File: config.mk
export PLATFORM = sky130hd
export DESIGN_NAME = cfg_header
export DESIGN_NICKNAME = d
export VERILOG_FILES = /design/src/rtl/cfg_header.v
export VERILOG_INCLUDE_DIRS = /design/src /design/src/shared
export SDC_FILE = /design/constraint.sdc
export NUM_CORES = 1
export LEC_CHECK = 0
export ABC_AREA = 1
export BUFFER_PORTS_ARGS = -buffer_cell sky130_fd_sc_hd__buf_2
export CAP_MARGIN = 20
export CORE_UTILIZATION = 60
export CTS_CLUSTER_DIAMETER = 60
export DETAILED_ROUTE_END_ITERATION = 8
export PLACE_DENSITY_LB_ADDON = 0.2
export SYNTH_ARGS = -nofsm -noshare
export SYNTH_HDL_FRONTEND = slang
export SYNTH_SLANG_ARGS = --single-unit
File: constraint.sdc
create_clock -name core_clk -period 5.9 [get_ports core_clk]
set_clock_uncertainty 0.1 [all_clocks]
set_input_delay 1.18 -clock core_clk [delete_from_list [all_inputs] [get_ports core_clk]]
set_output_delay 1.18 -clock core_clk [all_outputs]
set_load 0.02 [all_outputs]
File: src/shared/cfg_header_defines.vh
/*
 * Offsets, field positions, fixed values and timing counts of the bridge
 * configuration header block.
 * Assumes it is included by bare name from the design file.
 */
`ifndef CFG_HEADER_DEFINES_VH
`define CFG_HEADER_DEFINES_VH

// Register byte offsets in configuration space.
`define OFS_PCI_ERROR_STATUS      8'h06
`define OFS_REVISION_LEVEL        8'h08
`define OFS_CLASS_PROG_INTERFACE  8'h09
`define OFS_CLASS_BASE_SUBCLASS   8'h0a
`define OFS_PRIMARY_LATENCY_TIMER 8'h0d
`define OFS_HEADER_LAYOUT_TYPE    8'h0e
`define OFS_SOCKET_REGS_BASE      8'h10
`define OFS_CARD_SIDE_STATUS      8'h16
`define OFS_PRIMARY_BUS_NUMBER    8'h18
`define OFS_SECONDARY_BUS_NUMBER  8'h19
`define OFS_SUBORDINATE_BUS_NUMBER 8'h1a

// Status register bit positions.
`define STS_PARITY_ERR     15
`define STS_SYSTEM_ERR     14
`define STS_MASTER_ABORT   13
`define STS_TARGET_ABORT_R 12
`define STS_TARGET_ABORT_S 11
`define STS_DATA_PARITY    8

// Fixed read values and reset values.
`define STS_DEVSEL_MEDIUM  2'h1
`define STS_RESET          16'h0000
`define CLASS_PROG_VALUE   8'h00
`define CLASS_BASE_VALUE   8'h06
`define CLASS_SUB_VALUE    8'h07
`define HEADER_TYPE_VALUE  8'h82
`define BUS_NUMBER_RESET   8'h00
`define LATENCY_RESET      8'h00
`define SOCKET_BASE_RESET  20'h00000

// Latency timer: one setting step is this many clocks, largest legal setting.
`define LAT_STEP_CLOCKS    7'h08
`define LAT_MAX_SETTING    8'h08

`endif

File: src/rtl/cfg_header.v
/*
 * Configuration header registers of a two-socket bus bridge: both error
 * status registers, identification fields, master latency timer, socket
 * register base address and the bus numbers that steer Type 1 cycles.
 * Assumes a configuration cycle engine on core_clk presents one byte-lane
 * qualified dword access per cycle, and that event inputs are single-cycle
 * pulses from logic on the same clock.
 */
// Overview of operation
// Primary status bit 15 sets on parity error; write 1 clears it.
// Bit 14 in both status registers sets on system error; clears by 1.
// Primary status bit 13 sets on received master abort; write 1 clears.
// Primary status bit 12 sets on received target abort; write 1 clears.
// Bit 11 in both status registers sets on signalled target abort.
// Bits 10 to 9 of both status registers read fixed 01b.
// Primary status bit 8 sets on data parity error; write 1 clears.
// Bit 7 and bits 6 to 0 of both status registers read zero.
// Card status sets bits 15, 13 and 8 on matching card events.
// Card status bit 12 sets on card-side received target abort.
// Latency setting 0 disables; 1 to 8 give 8 to 64 clocks.
// Master ends transfer when grant removed and latency time expired.
// Header type reads fixed 82h.
// Class code reads base 06h, sub-class 07h, interface 00h.
// Socket base stores bits 31 to 12; bits 11 to 0 read zero.
// Socket base bits 3, 2 to 1 and 0 read zero.
// Revision register is eight read-only bits.
// Primary bus number is read/write, resets to zero.
// Type 1 cycle to secondary bus is claimed as Type 0 on card side.
// Subordinate and secondary numbers together select forwarded cycles.
// Software programs secondary and subordinate numbers before forwarding.
// A set event wins over a simultaneous write-1 clear.
// Bus above secondary and up to subordinate forwards as Type 1.
`timescale 1ns/1ps
`include "cfg_header_defines.vh"

module cfg_header #(
    parameter [7:0] REVISION_VALUE = 8'h5a  // Arbitrary neutral revision code.
) (
    input  wire        core_clk,            // 125 MHz clock.
    input  wire        rst_b,               // Asynchronous reset, active low.
    input  wire        cfg_sel,             // Configuration access to this header.
    input  wire        cfg_wr,              // 1 write, 0 read.
    input  wire [7:0]  cfg_addr,            // Byte address; low two bits ignored.
    input  wire [3:0]  cfg_byte_en,         // Byte lane enables for writes.
    input  wire [31:0] cfg_wdata,           // Write data.
    output reg  [31:0] cfg_rdata,           // Read data, registered.
    output reg         cfg_rvalid,          // Read data valid pulse.
    input  wire        pci_parity_err,      // Primary parity error pulse.
    input  wire        pci_system_err,      // Primary system error signalled.
    input  wire        pci_master_abort,    // Primary master abort received.
    input  wire        pci_target_abort_rx, // Primary target abort received.
    input  wire        pci_target_abort_tx, // Primary target abort signalled.
    input  wire        pci_data_parity,     // Primary data parity error.
    input  wire        card_parity_err,     // Card side parity error.
    input  wire        card_system_err,     // Card side system error.
    input  wire        card_master_abort,   // Card side master abort received.
    input  wire        card_target_abort_rx, // Card side target abort received.
    input  wire        card_target_abort_tx, // Card side target abort signalled.
    input  wire        card_data_parity,    // Card side data parity error.
    input  wire        master_burst_start,  // Pulse when our master transaction starts.
    input  wire        master_active,       // Level while our master owns the bus.
    input  wire        grant_b,             // Bus grant as seen on the pin, active low.
    output reg         master_end_transfer, // Ask master to end transfer, registered.
    input  wire        type1_valid,         // Type 1 cycle seen on primary bus.
    input  wire [7:0]  type1_bus,           // Bus number field of that cycle.
    output reg         type1_claim,         // Claim the cycle, registered pulse.
    output reg         type1_to_type0,      // Convert to Type 0 on card side.
    output reg         type1_forward        // Forward unchanged as Type 1.
);

    ////////////////////////////////////////////////////////////////////////////
    // Register storage.
    reg [15:0] pci_status_reg;
    reg [15:0] card_status_reg;
    reg [7:0]  latency_reg;
    reg [19:0] socket_base_reg;
    reg [7:0]  primary_bus_reg;
    reg [7:0]  secondary_bus_reg;
    reg [7:0]  subordinate_bus_reg;
    reg [1:0]  grant_sync_reg;
    reg [6:0]  lat_count_reg;
    reg        lat_expired_reg;

    wire [7:0] dword   = {2'b00, cfg_addr[7:2]};
    wire       wr_hit  = cfg_sel & cfg_wr;

    // Sticky flag masks: the sticky bits are the only writable status bits.
    wire [15:0] sticky_mask = 16'hf900;
    wire [15:0] pci_sets = {pci_parity_err, pci_system_err, pci_master_abort,
                            pci_target_abort_rx, pci_target_abort_tx, 2'h0,
                            pci_data_parity, 8'h00};
    wire [15:0] card_sets = {card_parity_err, card_system_err, card_master_abort,
                             card_target_abort_rx, card_target_abort_tx, 2'h0,
                             card_data_parity, 8'h00};

    // Status halfwords sit in the upper lanes of their dwords.
    wire pci_sts_wr  = wr_hit && (dword == `OFS_PCI_ERROR_STATUS >> 2);
    wire card_sts_wr = wr_hit && (dword == `OFS_CARD_SIDE_STATUS >> 2);
    wire [15:0] sts_w1c_lanes = {{8{cfg_byte_en[3]}}, {8{cfg_byte_en[2]}}};
    wire [15:0] pci_clear  = pci_sts_wr ? (cfg_wdata[31:16] & sts_w1c_lanes) : 16'h0000;
    wire [15:0] card_clear = card_sts_wr ? (cfg_wdata[31:16] & sts_w1c_lanes) : 16'h0000;

    ////////////////////////////////////////////////////////////////////////////
    // Sticky status flags; a set in the same cycle overrides the clear.
    always @(posedge core_clk or negedge rst_b) begin
        if (!rst_b) begin
            pci_status_reg  <= `STS_RESET;
            card_status_reg <= `STS_RESET;
        end else begin

            pci_status_reg  <= ((pci_status_reg & ~pci_clear) | pci_sets) & sticky_mask;

            card_status_reg <= ((card_status_reg & ~card_clear) | card_sets) & sticky_mask;
        end
    end

    ////////////////////////////////////////////////////////////////////////////
    // Writable configuration fields, each under its own byte lane.
    always @(posedge core_clk or negedge rst_b) begin
        if (!rst_b) begin
            latency_reg         <= `LATENCY_RESET;
            socket_base_reg     <= `SOCKET_BASE_RESET;
            primary_bus_reg     <= `BUS_NUMBER_RESET;
            secondary_bus_reg   <= `BUS_NUMBER_RESET;
            subordinate_bus_reg <= `BUS_NUMBER_RESET;
        end else if (wr_hit) begin
            if (dword == `OFS_PRIMARY_LATENCY_TIMER >> 2) begin
                if (cfg_byte_en[1]) begin
                    latency_reg <= cfg_wdata[15:8];
                end
            end else if (dword == `OFS_SOCKET_REGS_BASE >> 2) begin
                // Bits 11 to 0 have no storage and read zero.
                if (cfg_byte_en[1]) begin
                    socket_base_reg[3:0] <= cfg_wdata[15:12];
                end
                if (cfg_byte_en[2]) begin
                    socket_base_reg[11:4] <= cfg_wdata[23:16];
                end
                if (cfg_byte_en[3]) begin
                    socket_base_reg[19:12] <= cfg_wdata[31:24];
                end
            end else if (dword == `OFS_PRIMARY_BUS_NUMBER >> 2) begin
                if (cfg_byte_en[0]) begin
                    primary_bus_reg <= cfg_wdata[7:0];
                end
                if (cfg_byte_en[1]) begin
                    secondary_bus_reg <= cfg_wdata[15:8];
                end
                if (cfg_byte_en[2]) begin
                    subordinate_bus_reg <= cfg_wdata[23:16];
                end
            end
        end
    end

    ////////////////////////////////////////////////////////////////////////////
    // Read mux with fixed fields; unmapped dwords read zero.
    reg [31:0] rdata_next;
    always @* begin
        rdata_next = 32'h00000000;
        if (dword == `OFS_PCI_ERROR_STATUS >> 2) begin
            // Fixed decode speed, zero in bit 7 and below.
            rdata_next = {pci_status_reg[15:11], `STS_DEVSEL_MEDIUM, pci_status_reg[8],
                          8'h00, 16'h0000};
        end else if (dword == `OFS_REVISION_LEVEL >> 2) begin

            rdata_next = {`CLASS_BASE_VALUE, `CLASS_SUB_VALUE, `CLASS_PROG_VALUE,
                          REVISION_VALUE};
        end else if (dword == `OFS_PRIMARY_LATENCY_TIMER >> 2) begin
            rdata_next = {8'h00, `HEADER_TYPE_VALUE, latency_reg, 8'h00};
        end else if (dword == `OFS_SOCKET_REGS_BASE >> 2) begin
            rdata_next = {socket_base_reg, 12'h000};
        end else if (dword == `OFS_CARD_SIDE_STATUS >> 2) begin

            rdata_next = {card_status_reg[15:11], `STS_DEVSEL_MEDIUM, card_status_reg[8],
                          8'h00, 16'h0000};
        end else if (dword == `OFS_PRIMARY_BUS_NUMBER >> 2) begin
            rdata_next = {8'h00, subordinate_bus_reg, secondary_bus_reg, primary_bus_reg};
        end
    end

    always @(posedge core_clk or negedge rst_b) begin
        if (!rst_b) begin
            cfg_rdata  <= 32'h00000000;
            cfg_rvalid <= 1'b0;
        end else begin
            cfg_rvalid <= cfg_sel & ~cfg_wr;
            if (cfg_sel && !cfg_wr) begin
                cfg_rdata <= rdata_next;
            end
        end
    end

    ////////////////////////////////////////////////////////////////////////////
    // Latency timer. Reserved settings above 8 are treated as disabled, so a
    // stray write cannot cut transfers short or stretch the count.
    wire       lat_enabled = (latency_reg != 8'h00) && (latency_reg <= `LAT_MAX_SETTING);
    wire [6:0] lat_limit   = {3'b000, latency_reg[3:0]} * `LAT_STEP_CLOCKS;

    // Grant arrives from a pin, so it is synchronised before use.
    always @(posedge core_clk or negedge rst_b) begin
        if (!rst_b) begin
            grant_sync_reg <= 2'h3;
        end else begin
            grant_sync_reg <= {grant_sync_reg[0], grant_b};
        end
    end
    wire grant_lost = grant_sync_reg[1];

    always @(posedge core_clk or negedge rst_b) begin
        if (!rst_b) begin
            lat_count_reg       <= 7'h00;
            lat_expired_reg     <= 1'b0;
            master_end_transfer <= 1'b0;
        end else begin
            if (master_burst_start) begin
                lat_count_reg   <= 7'h00;
                lat_expired_reg <= 1'b0;
            end else if (master_active && lat_enabled && !lat_expired_reg) begin
                lat_count_reg <= lat_count_reg + 7'h01;
                if (lat_count_reg + 7'h01 >= lat_limit) begin
                    lat_expired_reg <= 1'b1;
                end
            end

            master_end_transfer <= master_active && lat_enabled && lat_expired_reg &&
                                   grant_lost && !master_burst_start;
        end
    end

    ////////////////////////////////////////////////////////////////////////////
    // Type 1 steering against the bus number window set up by software.

    wire to_secondary = (type1_bus == secondary_bus_reg);
    wire below_window = (type1_bus > secondary_bus_reg) &&
                        (type1_bus <= subordinate_bus_reg);

    always @(posedge core_clk or negedge rst_b) begin
        if (!rst_b) begin
            type1_claim    <= 1'b0;
            type1_to_type0 <= 1'b0;
            type1_forward  <= 1'b0;
        end else begin
            type1_to_type0 <= type1_valid && to_secondary;
            type1_forward  <= type1_valid && below_window;
            type1_claim    <= type1_valid && (to_secondary || below_window);
        end
    end

endmodule

Yosys cells after proc, flatten, opt, wreduce, memory -nomap -nowiden:

Cells that the tools add are included.

* bits in registers: 111
* input port bits: 72
* logic and storage cells: 83

* add/subtract/negate cells: 1
* magnitude comparators: 4
* equal/unequal tests: 7
* muxes and demuxes: 13
* bitwise logic cells: 12
* reduce and logical (&&, ||, !) cells: 28

Operator list (number)
* two-way mux 32 bit: 5
* bitwise AND 16 bit: 3
* two-way mux 16 bit: 2
* NOT 16 bit: 2
* OR 16 bit: 2
* two-way mux 24 bit: 1
* == test 6 x 3 -> 1 bit, second input constant: 3
* AND reduction 5 bit: 3
* two-way mux 7 bit: 2
* logical AND 1 bit: 13
* == test 6 x 2 -> 1 bit, second input constant: 2
* AND reduction 4 bit: 3
* == test 8 bit: 1
* greater-than comparator 8 bit: 1
* less-or-equal comparator 8 x 4 -> 1 bit, second input constant: 1
* less-or-equal comparator 8 bit: 1
* nonzero test 8 bit: 1
* adder 7 x 1 -> 7 bit, second input constant: 1
* >= comparator 7 bit: 1
* == test 6 x 1 -> 1 bit, second input constant: 1
* nonzero test 2 bit: 2
* zero test 1 bit: 3
* two-way mux 1 bit: 3
* NOT 1 bit: 3
* other kinds (4): 5

Logic depth before layout (Yosys ltp):

* depth after elaboration: 7
* mapped depth: 13
* mapped depth without buffers: 13

Least setup slack after synthesis:

Ideal clock, no wire load.

* path type: in2reg
* start point: input port cfg_addr[7]
* end point: register latency_reg[0]
* setup time: 0.117 ns
* arrival time: 1.976 ns
* data required time: 5.683 ns
* slack: 3.707 ns
* stages: 7
* path through: nor2_4 > nand3_2 > nor2_4 > nand2_4 > buf_6 > nand2_1 > o21ai_2

* cells in the longest elaborated chain, start to end: 2

Ends and longest elaborated chain
* start: declaration: RTL line cfg_header.v:43 `input wire [7:0] cfg_addr,`
* == test 6 x 2 -> 1 bit: RTL line cfg_header.v:127 `` if (dword == `OFS_PRIMARY_LATENCY_TIMER >> 2) begin ``
* AND reduction 3 bit (no source line)
* end signal: assignment: RTL line cfg_header.v:121 `` latency_reg <= `LATENCY_RESET; ``
* end signal: assignment: RTL line cfg_header.v:129 `latency_reg <= cfg_wdata[15:8];`
* end: declaration: RTL line cfg_header.v:75 `reg [7:0] latency_reg;`

No other way between the ends.
A chain may end at the register's enable or synchronous reset.

Worst setup path in the final report:

* start point: input port cfg_wr
* end point: register cfg_rdata[27]

* cells in the longest elaborated chain, start to end: 2

Ends and longest elaborated chain
* start: declaration: RTL line cfg_header.v:42 `input wire cfg_wr,`
* zero test 1 bit: RTL line cfg_header.v:188 `if (cfg_sel && !cfg_wr) begin`
* logical AND 1 bit: RTL line cfg_header.v:188
* end signal: assignment: RTL line cfg_header.v:189 `cfg_rdata <= rdata_next;`
* end: declaration: RTL line cfg_header.v:46 `output reg [31:0] cfg_rdata,`

No other way between the ends.

==> metrics.md <==
| Metric | Value |
|---|---|
| Grt ovf | 0 |
| Crit path capture type | flop |
| Tcrit/Tclk final | 43.3% |
| # port buffers | 106 |
| Tot GR Track Use | 27.8% |
| RSZ-0062 raised after global routing | no |
| Fraction of registers with async set/reset | 100% |
| Vias in the first global route | 4591 |
| Post-CTS Hold Fix Bufs | 0 |
| Leakage power | 3.57 nW |
| Final HPWL DP | 9200 microns |
| Multi-input logic area | 0.00223 sq mm |
| Drt first-iter violations | about 230 |
| Netlist cell types | 36 |
| Peak Freq | roughly 0.39 GHz |
| Syn avg cell area | 8.32 sq um |
| Antenna violations before repair | 0 |
| CP required | 6120 ps |
| Row count | 34 |
| Kind of critical path | primary input to flop |
| Vias per std cell | 5.29 |
| CTS max path bufs | 2 |
| Status | complete, but fails checks |
| Core area | 0.00881 sq mm |
| Setup bufs post-CTS | 0 |
| Clock sink total | 111 |
| Initial core utilization | 62.6% |
| Top post-synthesis cells by area | dfrtp_1, nand2_1, inv_1, ha_1, o21ai_0 |
| Most instantiated library cell after synthesis | nand2_1 |
| Maximum VDD drop | approximately 0.00012 V |
| # resized after CTS | 0 |
| Num CTS Buffers | 9 |
| Total wire length | 12300 microns |
| Sequential area share after synthesis | 50.4% |
| First-pass GRT wire length | 21100 microns |
| Vias | 4654 |
| Largest net degree at the start of global routing | 65 |
| DIE AREA | 0.00958 sq mm |
| Max Cap Violations | 0 |
| Pre-antenna DRT Iters | 8 |
| Placed cell count | around 860 |
| Synth area leader | dfrtp_1 |
| Mapped Nets | approximately 760 |
| Synth Cell Area | between 0.005 and 0.006 sq mm |
| Die X | 97.9 microns |
| Hold WC Path Type | flop to flop |
| Failing checks | design-rule violations |
| GP Congestion | roughly 0.85 |
| Setup-failing EPs final | 0 |
| Primary FF master, synth | dfrtp_1 |
| Least-Margin Pin Slew | 777 ps |
| Fin crit period | roughly 2600 ps |
| Crit path cell chain | buf_2, nor2_1, buf_4, inv_1, buf_4, nor2_1, a22oi_1, nand2_1 |
| Drc violations | 2 |
| Max FO, Critical Path | 33 |
| EDFF count, synth | 0 |
| Slew headroom | 48.2% |
| Final slew viol count | 0 |
| CP max stage delay | 400 ps |
| Avg WL per Cell | about 14 microns |
| Final Hold Vio Count | 0 |
| Critical Path AT | 2780 ps |
| CP startpoint kind | primary input |
| Non-filler cells, final | 880 |
| Top cell type's share of synthesized area | 49.5% |
| Register area | 0.00278 sq mm |
| Mapped Cells | 663 |
| Total negative setup slack | 0 ps |
| Clk slew on worst S/H paths | 120 ps |
| Buf+Inv Stages, Crit Path | 4 |
| Filler cell count | approximately 680 |
| Die Span Y | 97.9 microns |
| Top-Level Pins | 109 |
| Antenna cells | 0 |
| Share of layout cells above drive strength 1 | 20.7% |
| Syn. warnings | 0 |
| CP top delay family | buffers and inverters |
| Finished Cell Area | 0.00629 sq mm |
| CTS tree | yes |
| Clk_lat worst skew | 370 ps |
| Placed inst area | 0.00609 sq mm |
| Root buffer cell | clkbuf_8 |
| Power Density | 224 mW/mm^2 |
| Commonest cells post-synth | nand2_1, dfrtp_1, inv_1, nor2_1, o21ai_0 |
| Layout Area Growth over Synthesis | 14.1% |
| Max reg flops | 32 |
| Flop and latch count out of synthesis | 111 |
| Final nets | 860 |
| H-tree levels | 3 |
| Routed Antenna Nets | 0 |
| Fin Hold WS | 266 ps |
| Crit path max-delay cell type | nor2_1 |
==> metal layers <==
layer,GRT usage [%],vias up,share of wire [%]
met3,5.94,21,5.2
met1,35.8,2201,43
met4,7.58,0,1.6
met2,47.7,145,50
li1,-,2287,-
met5,0,-,0
==> where the power goes <==
part	leakage, nW	internal (W)	switching (W)
combinational	2.03	0.0000561	0.000101
clock	0.102	0.000185	0.000266
sequential	1.44	0.000786	0.0000152
total	3.57	0.00103	0.000382
==> area by class of cell <==
cell class | instances | share of cell area [%]
Clock buffer | 11 | 2.41
Clock inverter | 5 | 0.736
Inverter | 103 | 6.18
Multi-Input combinational cell | 433 | 35.5
Sequential cell | 111 | 44.2
Tap cell | 108 | 2.15
Timing Repair Buffer | 109 | 8.83
==> logic make-up (layout without fill, tap and decap cells) <==
| kind of cell | Yosys count | count (layout) | share of synthesized area (%) |
|---|---|---|---|
| and+or+nand+nor | 297 | 297 | 23.2 |
| xor gates and xnor gates | 2 | 2 | 0.318 |
| adders and majority gates | 21 | 21 | 4.76 |
| DFF | 111 | 111 | 50.4 |
| AOI/OAI and AO/OA | 113 | 113 | 12.3 |
| buffers and inverters | 119 | 228 | 9.07 |
==> metrics by stage <==
| step | utilization, % | worst slack (ps) | total power, W |
|---|---|---|---|
| 6_report | 71.5 | 3340 | 0.00141 |
| 3_5_place_dp | 69.2 | 2970 | 0.000972 |
| 5_1_grt | 71.5 | 3180 | 0.00147 |
| 3_3_place_gp | 69.2 | 3030 | 0.000964 |
| 2_1_floorplan | - | 3710 | 0.000899 |
| 4_1_cts | 71.5 | 3370 | 0.00142 |
==> worst register-to-register path: stages (launching register included) <==
cell	delay [ps]
dfrtp_1	400
ha_1	230
nand3_1	150
nor2_1	170
nand3_1	90
nand2_1	90
inv_1	60
ha_1	300
nand3_1	80
or2_2	270
nand3_1	110
nand2_1	50
a21oi_1	130
==> cells in the final DEF, fill, tap and decap left out, types with 3 or more instances in the layout <==
cell / netlist / layout
nand3_1: 31 / 31
nand2_4: 4 / 4
a22oi_1: 5 / 5
buf_2: 5 / 105
inv_1: 100 / 100
nand2_1: 207 / 207
dfrtp_1: 109 / 109
a21oi_2: 5 / 5
nor2_4: 3 / 3
ha_1: 21 / 21
nand4_1: 5 / 5
o21ai_0: 33 / 33
buf_4: 2 / 4
o21ai_2: 11 / 11
a21oi_1: 19 / 19
o211ai_1: 3 / 3
clkbuf_8: 0 / 11
o22ai_1: 6 / 6
o21bai_1: 7 / 7
nor2_1: 39 / 39
o21ai_1: 21 / 21
==> worst paths after layout <==
| check | from | to | slack [ps] | cells past startpoint |
|---|---|---|---|---|
| min in group asynchronous | rst_b | type1_forward | 710 | 1 |
| max | cfg_wr | cfg_rdata[27] | 3340 | 8 |
| max in group asynchronous | rst_b | lat_count_reg[1] | 3760 | 2 |
| min | grant_sync_reg[0] | grant_sync_reg[1] | 270 | 0 |
| max reg2reg | lat_count_reg[0] | lat_expired_reg | 3600 | 12 |
| min reg2reg | grant_sync_reg[0] | grant_sync_reg[1] | 270 | 0 |
No activity file was read; power rests on OpenSTA's default activity.
